--- config.mk ---
export PLATFORM = sky130hd
export DESIGN_NAME = lsw_top
export DESIGN_NICKNAME = d
export VERILOG_FILES = /design/src/lsw_pkg.sv /design/src/lsw_top.sv /design/src/lsw_speed_enc.sv /design/src/lsw_sync.sv
export SDC_FILE = /design/constraint.sdc
export NUM_CORES = 1
export LEC_CHECK = 0
export BUFFER_PORTS_ARGS = -buffer_cell sky130_fd_sc_hd__buf_2
export CORE_UTILIZATION = 50
export CTS_CLUSTER_SIZE = 14
export DETAILED_ROUTE_END_ITERATION = 8
export GPL_TIMING_DRIVEN = 0
export PLACE_DENSITY_LB_ADDON = 0.2
export SYNTH_ARGS = -nofsm -noshare
export SYNTH_HDL_FRONTEND = slang
export SYNTH_SLANG_ARGS = --single-unit
--- constraint.sdc ---
create_clock -name aclk -period 2 [get_ports aclk]
set_clock_uncertainty 0.05 [all_clocks]
set_input_delay 0.4 -clock aclk [delete_from_list [all_inputs] [get_ports aclk]]
set_output_delay 0.4 -clock aclk [all_outputs]
set_load 0.01 [all_outputs]
--- src/lsw_pkg.sv ---
package lsw_pkg;

    // Status word field positions
    localparam int LINK_BIT      = 0;
    localparam int SPD_LSB       = 1;
    localparam int SPD_W         = 4;
    localparam int ANEN_BIT      = 5;

    // Speed and duplex codes
    localparam logic [3:0] SPD_NONE    = 4'h0;
    localparam logic [3:0] SPD_10_HD   = 4'h1;
    localparam logic [3:0] SPD_10_FD   = 4'h2;
    localparam logic [3:0] SPD_100_HD  = 4'h3;
    localparam logic [3:0] SPD_100_FD  = 4'h5;
    localparam logic [3:0] SPD_1G_HD   = 4'h6;
    localparam logic [3:0] SPD_10G     = 4'h8;
    localparam logic [3:0] SPD_20G     = 4'h9;
    localparam logic [3:0] SPD_25G     = 4'hA;
    localparam logic [3:0] SPD_50G     = 4'hC;
    localparam logic [3:0] SPD_EXT     = 4'hF;

    // Resolved rate index from the PHY
    localparam logic [3:0] RATE_NONE   = 4'h0;
    localparam logic [3:0] RATE_10M    = 4'h1;
    localparam logic [3:0] RATE_100M   = 4'h2;
    localparam logic [3:0] RATE_1G     = 4'h3;
    localparam logic [3:0] RATE_10G    = 4'h4;
    localparam logic [3:0] RATE_20G    = 4'h5;
    localparam logic [3:0] RATE_25G    = 4'h6;
    localparam logic [3:0] RATE_50G    = 4'h7;
    localparam logic [3:0] RATE_EXT    = 4'h8;
    localparam logic [3:0] RATE_OTHER  = 4'h9;

    // Register byte offsets
    localparam logic [7:0] REG_STATUS   = 8'h00;
    localparam logic [7:0] REG_CTRL     = 8'h04;
    localparam logic [7:0] REG_IRQ_STAT = 8'h08;
    localparam logic [7:0] REG_IRQ_MASK = 8'h0C;
    localparam logic [7:0] REG_PHY      = 8'h10;

    // Control register fields and reset
    localparam int CTRL_HIGHRATE_BIT = 0;
    localparam int CTRL_ANSUP_BIT    = 1;
    localparam int CTRL_EXT_BIT      = 2;
    localparam logic [31:0] CTRL_RESET = 32'h0000_0003;

    // Interrupt event bits
    localparam int IRQ_W         = 3;
    localparam int IRQ_RESP_BIT  = 0;
    localparam int IRQ_LINK_BIT  = 1;
    localparam int IRQ_REJ_BIT   = 2;

    localparam logic [1:0] RESP_OKAY   = 2'h0;
    localparam logic [1:0] RESP_SLVERR = 2'h2;

endpackage

--- src/lsw_top.sv ---
// The placing of the registers and the AXI4-Lite register port were left to the implementer.
`timescale 1ns/1ps
`default_nettype none
// Summary of operation
// - Bit 0 is 1 while the link is up, low power idle included, and 0 when it is down.
// - The speed field reads 0 without negotiation complete, with serial flag, or no common mode.
// - A 10BASE-T link is coded 1 for half and 2 for full duplex.
// - A 100BASE-TX link is coded 3 for half and 5 for full duplex.
// - A 1000BASE-T half-duplex link is coded 6.
// - A 10 Gbps link is coded 8.
// - When higher rates are enabled, 20 Gbps is coded 9 and 25 Gbps is coded A.
// - When higher rates are enabled, 50 Gbps is coded C.
// - Code F marks an extended rate while the extension control bit is set; the word has no extended field, bits 24 up read 0.
// - An unlisted medium or rate reports the 100BASE-TX code for its duplex (3 or 5), not a media type.
// - Bit 5 is 1 while auto-negotiation is enabled on the link.
// - Bit 5 is forced to 0 when negotiation is unsupported, disabled, or link is not Ethernet.
// - Every valid link status query is accepted; only a good one is answered with the status word.
module lsw_top (
    // Clock and reset
    input  wire logic        aclk,
    input  wire logic        aresetn,
    // PHY state pins
    input  wire logic        phy_link_up,
    input  wire logic        phy_lpi,
    input  wire logic [3:0]  phy_rate,
    input  wire logic        phy_full_duplex,
    input  wire logic        phy_an_complete,
    input  wire logic        phy_an_enabled,
    input  wire logic        phy_is_ethernet,
    input  wire logic        serial_interface_flag,
    input  wire logic        highest_common_mode,
    // Query from packet engine, same clock
    input  wire logic        query_valid,
    input  wire logic        query_good,
    output logic             query_ready,
    // Response to packet engine
    output logic             resp_valid,
    input  wire logic        resp_ready,
    output logic [31:0]      resp_word,
    // AXI4-Lite write address
    input  wire logic [7:0]  s_axi_awaddr,
    input  wire logic        s_axi_awvalid,
    output logic             s_axi_awready,
    // AXI4-Lite write data
    input  wire logic [31:0] s_axi_wdata,
    input  wire logic [3:0]  s_axi_wstrb,
    input  wire logic        s_axi_wvalid,
    output logic             s_axi_wready,
    // AXI4-Lite write response
    output logic [1:0]       s_axi_bresp,
    output logic             s_axi_bvalid,
    input  wire logic        s_axi_bready,
    // AXI4-Lite read address
    input  wire logic [7:0]  s_axi_araddr,
    input  wire logic        s_axi_arvalid,
    output logic             s_axi_arready,
    // AXI4-Lite read data
    output logic [31:0]      s_axi_rdata,
    output logic [1:0]       s_axi_rresp,
    output logic             s_axi_rvalid,
    input  wire logic        s_axi_rready,
    // Interrupt
    output logic             irq
);
    import lsw_pkg::*;

    // Width of the synchronised pin vector
    localparam int PW = 13;

    // Query engine states
    typedef enum logic [1:0] {LSW_IDLE, LSW_RESP} lsw_state_e;

    logic [PW-1:0]        phy_raw;
    logic [PW-1:0]        phy_s;
    logic [3:0]           rate_s;
    logic                 link_s;
    logic                 lpi_s;
    logic                 fd_s;
    logic                 anc_s;
    logic                 anen_s;
    logic                 eth_s;
    logic                 serdes_s;
    logic                 hcm_s;
    logic [3:0]           spd_code;
    logic [31:0]          live_word;
    logic [31:0]          ctrl;
    logic [IRQ_W-1:0]     irq_stat;
    logic [IRQ_W-1:0]     irq_mask;
    logic [IRQ_W-1:0]     irq_set;
    logic                 link_prev;
    lsw_state_e           state;
    logic                 aw_hold;
    logic                 w_hold;
    logic [7:0]           aw_addr;
    logic [31:0]          w_data;
    logic [3:0]           w_strb;
    logic                 wr_fire;
    logic                 rd_fire;
    logic                 resp_done;
    logic                 query_take;
    logic                 wr_ctrl;
    logic                 wr_mask;
    logic                 wr_stat;

    // Byte-lane merge of a write into a word
    function automatic logic [31:0] lsw_merge(input logic [31:0] old,
                                              input logic [31:0] data,
                                              input logic [3:0]  strb);
        logic [31:0] r;
        r = old;
        for (int i = 0; i < 4; i++) begin
            if (strb[i]) begin
                r[i*8 +: 8] = data[i*8 +: 8];
            end
        end
        return r;
    endfunction

    // Word-aligned register decode, shared by the write strobes
    function automatic logic lsw_hit(input logic [7:0] addr,
                                     input logic [7:0] offs);
        logic [7:0] word_addr;
        word_addr = addr & 8'hFC;
        return word_addr == offs;
    endfunction

    // Pin bundle through the synchroniser
    assign phy_raw = {phy_link_up, phy_lpi, phy_rate, phy_full_duplex, phy_an_complete,
                      phy_an_enabled, phy_is_ethernet, serial_interface_flag,
                      highest_common_mode, 1'b0};

    lsw_sync #(
        .W (PW)
    ) lsw_sync_i (
        .aclk    (aclk),
        .aresetn (aresetn),
        .din     (phy_raw),
        .dout    (phy_s)
    );

    // Unpack synchronised state
    assign link_s   = phy_s[12];
    assign lpi_s    = phy_s[11];
    assign rate_s   = phy_s[10:7];
    assign fd_s     = phy_s[6];

    // Negotiation and medium flags
    assign anc_s    = phy_s[5];
    assign anen_s   = phy_s[4];
    assign eth_s    = phy_s[3];
    assign serdes_s = phy_s[2];
    assign hcm_s    = phy_s[1];

    lsw_speed_enc lsw_speed_enc_i (
        .rate                  (rate_s),
        .full_duplex           (fd_s),
        .an_complete           (anc_s),
        .serial_interface_flag (serdes_s),
        .highest_common_mode   (hcm_s),
        .high_rate_en          (ctrl[CTRL_HIGHRATE_BIT]),
        .ext_en                (ctrl[CTRL_EXT_BIT]),
        .code                  (spd_code)
    );

    // Live status word assembly
    always_comb begin
        live_word = 32'h0000_0000;
        live_word[LINK_BIT] = link_s | (link_s & lpi_s);
        live_word[SPD_LSB +: SPD_W] = link_s ? spd_code : SPD_NONE;
        live_word[ANEN_BIT] = anen_s & eth_s & ctrl[CTRL_ANSUP_BIT];
    end

    // Query handshake: every query with a clean check is answered
    assign query_ready = (state == LSW_IDLE);
    assign query_take  = query_valid & query_ready;
    assign resp_done   = resp_valid & resp_ready;

    // Response state machine
    always_ff @(posedge aclk) begin
        if (!aresetn) begin
            state <= LSW_IDLE;
        end else begin
            case (state)
                LSW_IDLE: begin
                    if (query_take && query_good) begin
                        state <= LSW_RESP;
                    end
                end
                LSW_RESP: begin
                    if (resp_done) begin
                        state <= LSW_IDLE;
                    end
                end
                default: state <= LSW_IDLE;
            endcase
        end
    end

    // Response pending until the reader takes it
    assign resp_valid = (state == LSW_RESP);

    // Snapshot of the word at the moment of the query
    always_ff @(posedge aclk) begin
        if (!aresetn) begin
            resp_word <= 32'h0000_0000;
        end else if (query_take && query_good) begin
            resp_word <= live_word;
        end
    end

    // Write channel capture
    assign s_axi_awready = ~aw_hold & ~s_axi_bvalid;
    assign s_axi_wready  = ~w_hold & ~s_axi_bvalid;
    assign wr_fire       = aw_hold & w_hold & ~s_axi_bvalid;

    // Register write strobes, byte lane 0 carries the interrupt bits
    assign wr_ctrl = wr_fire & lsw_hit(aw_addr, REG_CTRL);
    assign wr_mask = wr_fire & lsw_hit(aw_addr, REG_IRQ_MASK) & w_strb[0];
    assign wr_stat = wr_fire & lsw_hit(aw_addr, REG_IRQ_STAT) & w_strb[0];

    // Hold address and data until both halves have arrived
    always_ff @(posedge aclk) begin
        if (!aresetn) begin
            aw_hold <= 1'b0;
            w_hold  <= 1'b0;
            aw_addr <= 8'h00;
            w_data  <= 32'h0000_0000;
            w_strb  <= 4'h0;
        end else begin
            if (s_axi_awvalid && s_axi_awready) begin
                aw_hold <= 1'b1;
                aw_addr <= s_axi_awaddr;
            end else if (wr_fire) begin
                aw_hold <= 1'b0;
            end
            if (s_axi_wvalid && s_axi_wready) begin
                w_hold <= 1'b1;
                w_data <= s_axi_wdata;
                w_strb <= s_axi_wstrb;
            end else if (wr_fire) begin
                w_hold <= 1'b0;
            end
        end
    end

    // Write response
    always_ff @(posedge aclk) begin
        if (!aresetn) begin
            s_axi_bvalid <= 1'b0;
            s_axi_bresp  <= RESP_OKAY;
        end else if (wr_fire) begin
            s_axi_bvalid <= 1'b1;
            case (aw_addr & 8'hFC)
                REG_CTRL, REG_IRQ_STAT, REG_IRQ_MASK: s_axi_bresp <= RESP_OKAY;
                REG_STATUS, REG_PHY:                  s_axi_bresp <= RESP_OKAY;
                default:                              s_axi_bresp <= RESP_SLVERR;
            endcase
        end else if (s_axi_bready) begin
            s_axi_bvalid <= 1'b0;
        end
    end

    // Control register
    always_ff @(posedge aclk) begin
        if (!aresetn) begin
            ctrl <= CTRL_RESET;
        end else if (wr_ctrl) begin
            ctrl <= lsw_merge(ctrl, w_data, w_strb) & 32'h0000_0007;
        end
    end

    // Interrupt mask register
    always_ff @(posedge aclk) begin
        if (!aresetn) begin
            irq_mask <= '0;
        end else if (wr_mask) begin
            irq_mask <= w_data[IRQ_W-1:0];
        end
    end

    // Interrupt events: response sent, link change, rejected query
    always_ff @(posedge aclk) begin
        if (!aresetn) begin
            link_prev <= 1'b0;
        end else begin
            link_prev <= link_s;
        end
    end

    // One-cycle event pulses
    always_comb begin
        irq_set = '0;
        irq_set[IRQ_RESP_BIT] = resp_done;
        irq_set[IRQ_LINK_BIT] = link_s ^ link_prev;
        irq_set[IRQ_REJ_BIT]  = query_take & ~query_good;
    end

    // Sticky status, write one to clear, set wins
    always_ff @(posedge aclk) begin
        if (!aresetn) begin
            irq_stat <= '0;
        end else if (wr_stat) begin
            irq_stat <= (irq_stat & ~w_data[IRQ_W-1:0]) | irq_set;
        end else begin
            irq_stat <= irq_stat | irq_set;
        end
    end

    // Level interrupt from any unmasked status bit
    assign irq = |(irq_stat & irq_mask);

    // Read channel
    assign s_axi_arready = ~s_axi_rvalid;
    assign rd_fire       = s_axi_arvalid & s_axi_arready;

    always_ff @(posedge aclk) begin
        if (!aresetn) begin
            s_axi_rvalid <= 1'b0;
            s_axi_rdata  <= 32'h0000_0000;
            s_axi_rresp  <= RESP_OKAY;
        end else if (rd_fire) begin
            s_axi_rvalid <= 1'b1;
            s_axi_rresp  <= RESP_OKAY;
            case (s_axi_araddr & 8'hFC)
                REG_STATUS:   s_axi_rdata <= live_word;
                REG_CTRL:     s_axi_rdata <= ctrl;
                REG_IRQ_STAT: s_axi_rdata <= {29'h0, irq_stat};
                REG_IRQ_MASK: s_axi_rdata <= {29'h0, irq_mask};
                REG_PHY:      s_axi_rdata <= {19'h0, phy_s};
                default: begin
                    s_axi_rdata <= 32'h0000_0000;
                    s_axi_rresp <= RESP_SLVERR;
                end
            endcase
        end else if (s_axi_rready) begin
            s_axi_rvalid <= 1'b0;
        end
    end

endmodule
`default_nettype wire

--- src/lsw_speed_enc.sv ---
`timescale 1ns/1ps
`default_nettype none
module lsw_speed_enc (
    // Resolved link state and control enables
    input  wire logic [3:0] rate,
    input  wire logic       full_duplex,
    input  wire logic       an_complete,
    input  wire logic       serial_interface_flag,
    input  wire logic       highest_common_mode,
    input  wire logic       high_rate_en,
    input  wire logic       ext_en,
    // Code out
    output logic      [3:0] code
);
    import lsw_pkg::*;

    // Rate and duplex to speed and duplex code
    always_comb begin
        code = SPD_NONE;
        if (!an_complete || serial_interface_flag || !highest_common_mode) begin
            code = SPD_NONE;
        end else begin
            case (rate)
                RATE_10M:   code = full_duplex ? SPD_10_FD : SPD_10_HD;
                RATE_100M:  code = full_duplex ? SPD_100_FD : SPD_100_HD;
                RATE_1G:    code = full_duplex ? SPD_NONE : SPD_1G_HD;
                RATE_10G:   code = SPD_10G;
                RATE_20G:   code = high_rate_en ? SPD_20G : SPD_10G;
                RATE_25G:   code = high_rate_en ? SPD_25G : SPD_20G;
                RATE_50G:   code = high_rate_en ? SPD_50G : SPD_10G;
                RATE_EXT:   code = ext_en ? SPD_EXT : SPD_NONE;
                RATE_OTHER: code = full_duplex ? SPD_100_FD : SPD_100_HD;
                default:    code = SPD_NONE;
            endcase
        end
    end

endmodule
`default_nettype wire

--- src/lsw_sync.sv ---
`timescale 1ns/1ps
`default_nettype none
module lsw_sync #(
    parameter int W = 1
) (
    // Clock and reset
    input  wire logic         aclk,
    input  wire logic         aresetn,
    // Data
    input  wire logic [W-1:0] din,
    output logic      [W-1:0] dout
);
    logic [W-1:0] meta;

    // Two-stage synchroniser
    always_ff @(posedge aclk) begin
        if (!aresetn) begin
            meta <= '0;
            dout <= '0;
        end else begin
            meta <= din;
            dout <= meta;
        end
    end

endmodule
`default_nettype wire

==> reports/metrics.csv <==
metric,value,unit
first-pass GRT wire length,10400,um
reg2reg end,s_axi_rdata[2],
Max Clk Rate,0.580,GHz
vias in the first global route,2141,
clk buf depth,2,
hold path depth,2,
P per Cell Area,737,nW/um^2
first-pass detailed-route iteration total,4,
Routed WL,6880,um
largest net degree at the start of global routing,11,
Die Ht,82.3,um
initial antenna violation count,0,
Lkg Pwr,1.88,nW
critical path class,reg2out,
"count leader, synth",dfxtp_1,
Worst R2R Path Depth,5,
Post-CTS Setup Inserts,0,
Yosys reg bits,70,
Wirelength per Cell,12.3,um
Port-buffer cells,64,
hold-critical path endpoint,lsw_sync_i.meta[11],
"top cells by area, synth","dfxtp_1 43%, buf_4 11%, and2_1 6.2%",
R2R setup slack,0.36,ns
number of synthesized flops with an enable pin,0,
maximum VDD drop,475,uV
unrepaired setup endpoints after global routing,false,
Tightest Pin Transition,0.687,ns
H-Tree Depth,3,
Synth top cells by count,"70 x dfxtp_1, 48 x buf_4, 32 x and2_1",
Worst Hold Class,in2reg,
ys async rst share,0,%
CTS Sinks,70,
total grt overflow,0,
worst skew pair latency,0.35,ns
Via Count,2663,
worst r2r src,lsw_sync_i.dout[12],
P&R area growth vs syn,23.7,%
yosys warns,0,
Ports,150,
Worst Path Required,1.55,ns
Yosys top cell area share,43.5,%
TritonCTS buffer count,9,
Hold Slack,0.204,ns
CTS tree,yes,
Non-Filler Instances,560,
hold wc startpoint,phy_lpi,
Final Net Count,557,
top cell type by total area after synthesis,dfxtp_1,
overall global routing resource usage,21.5,%
Slew HR,53.8,%
Die Footprint,6770,um^2
share of layout cells above drive strength 1,28.9,%
Detailed Route Iter0 Violations,187,
vias per cell,4.76,
top_reg_cell synth,dfxtp_1,
Die Span X,82.3,um
Placer Congestion,0.853,
cts repair resizes,0,
outcome,"complete, no violations",
DRC,0,
"Arr. time, crit path",1.27,ns
max-slew violation count,0,
post-layout min period,1.72,ns
std cell rows,28,
post-route cell area,3990,um^2
Mapped Area,3220,um^2
Crit Path Max Fanout,3,
Post-DP Area,3810,um^2
ANT nets after route,0,
Starting Density,53.2,%
crit path launch type,register,
"Reg clk slew, reported paths",0.07,ns
final worst path period share,86.2,%
register area share after synthesis,43.5,%
post-cts hold buffer count,0,
endpoints failing hold,0,
post-detail-place hpwl,5110,um
setup_tns,0,ns
n_diodes,0,
average size of a mapped cell,8.91,um^2
Root Buffer,clkbuf_8,
Post-Syn Instances,362,
core box area,6060,um^2
final setup fails,0,
CP Capture Type,output port,
Synth cell types,46,
post-placement cell count,547,
max-capacitance violation count,0,
==> layout by cell type, fill, tap and decap left out, types with 2 or more instances in the layout <==
master	synthesis	final
a21boi_0	15	15
a21oi_1	13	13
a31oi_1	3	3
and2_1	32	32
and3_1	3	3
buf_2	5	69
buf_4	48	48
clkbuf_1	10	11
clkbuf_8	0	10
conb_1	1	47
dfxtp_1	70	70
inv_1	9	9
mux2i_1	9	9
nand2_1	26	26
nand2b_1	5	5
nand3_1	19	19
nand3b_1	4	4
nor2_1	9	9
nor2b_1	23	23
nor3_2	2	2
nor3b_1	2	2
nor4_1	2	2
o211a_1	2	2
o211ai_1	2	2
o21ai_0	25	25
o21ai_1	2	2
==> sequential cells by signal, summed over array words and instances (netlist names) <==
register	cells
link_prev	1
resp_word	6
w_data	3
lsw_sync_i.meta	12
aw_addr	6
irq_stat	3
aw_hold	1
s_axi_bvalid	1
s_axi_rvalid	1
s_axi_rresp	1
irq_mask	3
w_hold	1
s_axi_rdata	13
ctrl	3
w_strb	1
lsw_sync_i.dout	12
s_axi_bresp	1
state	1
==> critical path: stages, from the launching register on <==
cell and delay, ns:
dfxtp_1 0.34, a222oi_1 0.38, inv_1 0.06, buf_2 0.14
==> cell type report <==
type                            count  area [um^2]
Multi-Input combinational cell    265         1530
Timing Repair Buffer               64          320
Fill cell                         541         2070
Inverter                            9         33.8
Buffer                             64          434
Clock buffer                       11          141
Sequential cell                    70         1400
Clock inverter                      2         35.0
Tap cell                           75         93.8
==> where the power goes <==
group | internal [mW] | switching, mW | total, mW
sequential | 1.45 | 0.0374 | 1.49
combinational | 0.180 | 0.191 | 0.371
clock | 0.587 | 0.495 | 1.08
total | 2.22 | 0.724 | 2.94
==> routing by layer <==
| layer | vias up | part of all wire (%) | routed length, um | global-route usage [%] |
|---|---|---|---|---|
| li1 | 1361 | - | - | - |
| met1 | 1180 | 46 | 3150 | 28.5 |
| met2 | 108 | 43 | 2960 | 31.7 |
| met3 | 14 | 8.6 | 590 | 5.82 |
| met4 | 0 | 2.5 | 174 | 11.8 |
| met5 | - | 0 | 0 | 0 |
==> logic make-up (layout without fill, tap and decap cells) <==
kind of cell | count (synthesis) | count (layout) | share of synthesized area, %
other | 1 | 47 | 0.116
AO/OA/AOI/OAI | 71 | 71 | 13.7
AND/OR/NAND/NOR | 135 | 135 | 24.1
buffers and inverters | 73 | 150 | 14.5
XOR/XNOR | 1 | 1 | 0.272
multiplexers | 11 | 11 | 3.84
flip-flops | 70 | 70 | 43.5
==> worst max path at each step <==
| stage | depth (start not counted) | slack [ns] | to | startpoint |
|---|---|---|---|---|
| 2_1_floorplan | 7 | 0.58 | s_axi_rdata[3] | s_axi_araddr[3] |
| 3_3_place_gp | 5 | 0.25 | s_axi_rdata[2] | s_axi_araddr[7] |
| 3_5_place_dp | 5 | 0.27 | s_axi_rdata[2] | s_axi_araddr[7] |
| 4_1_cts | 3 | 0.28 | irq | irq_stat[2] |
| 5_1_grt | 3 | 0.20 | irq | irq_stat[2] |
| 6_report | 3 | 0.28 | irq | irq_stat[2] |
==> through the flow <==
stage | utilization [%] | power [mW] | setup slack, ns
2_1_floorplan | - | 1.78 | 0.581
3_3_place_gp | 62.9 | 1.87 | 0.254
3_5_place_dp | 62.9 | 1.88 | 0.269
4_1_cts | 65.8 | 2.95 | 0.279
5_1_grt | 65.8 | 3.06 | 0.202
6_report | 65.8 | 2.94 | 0.276
(Power assumes the default switching activity.)
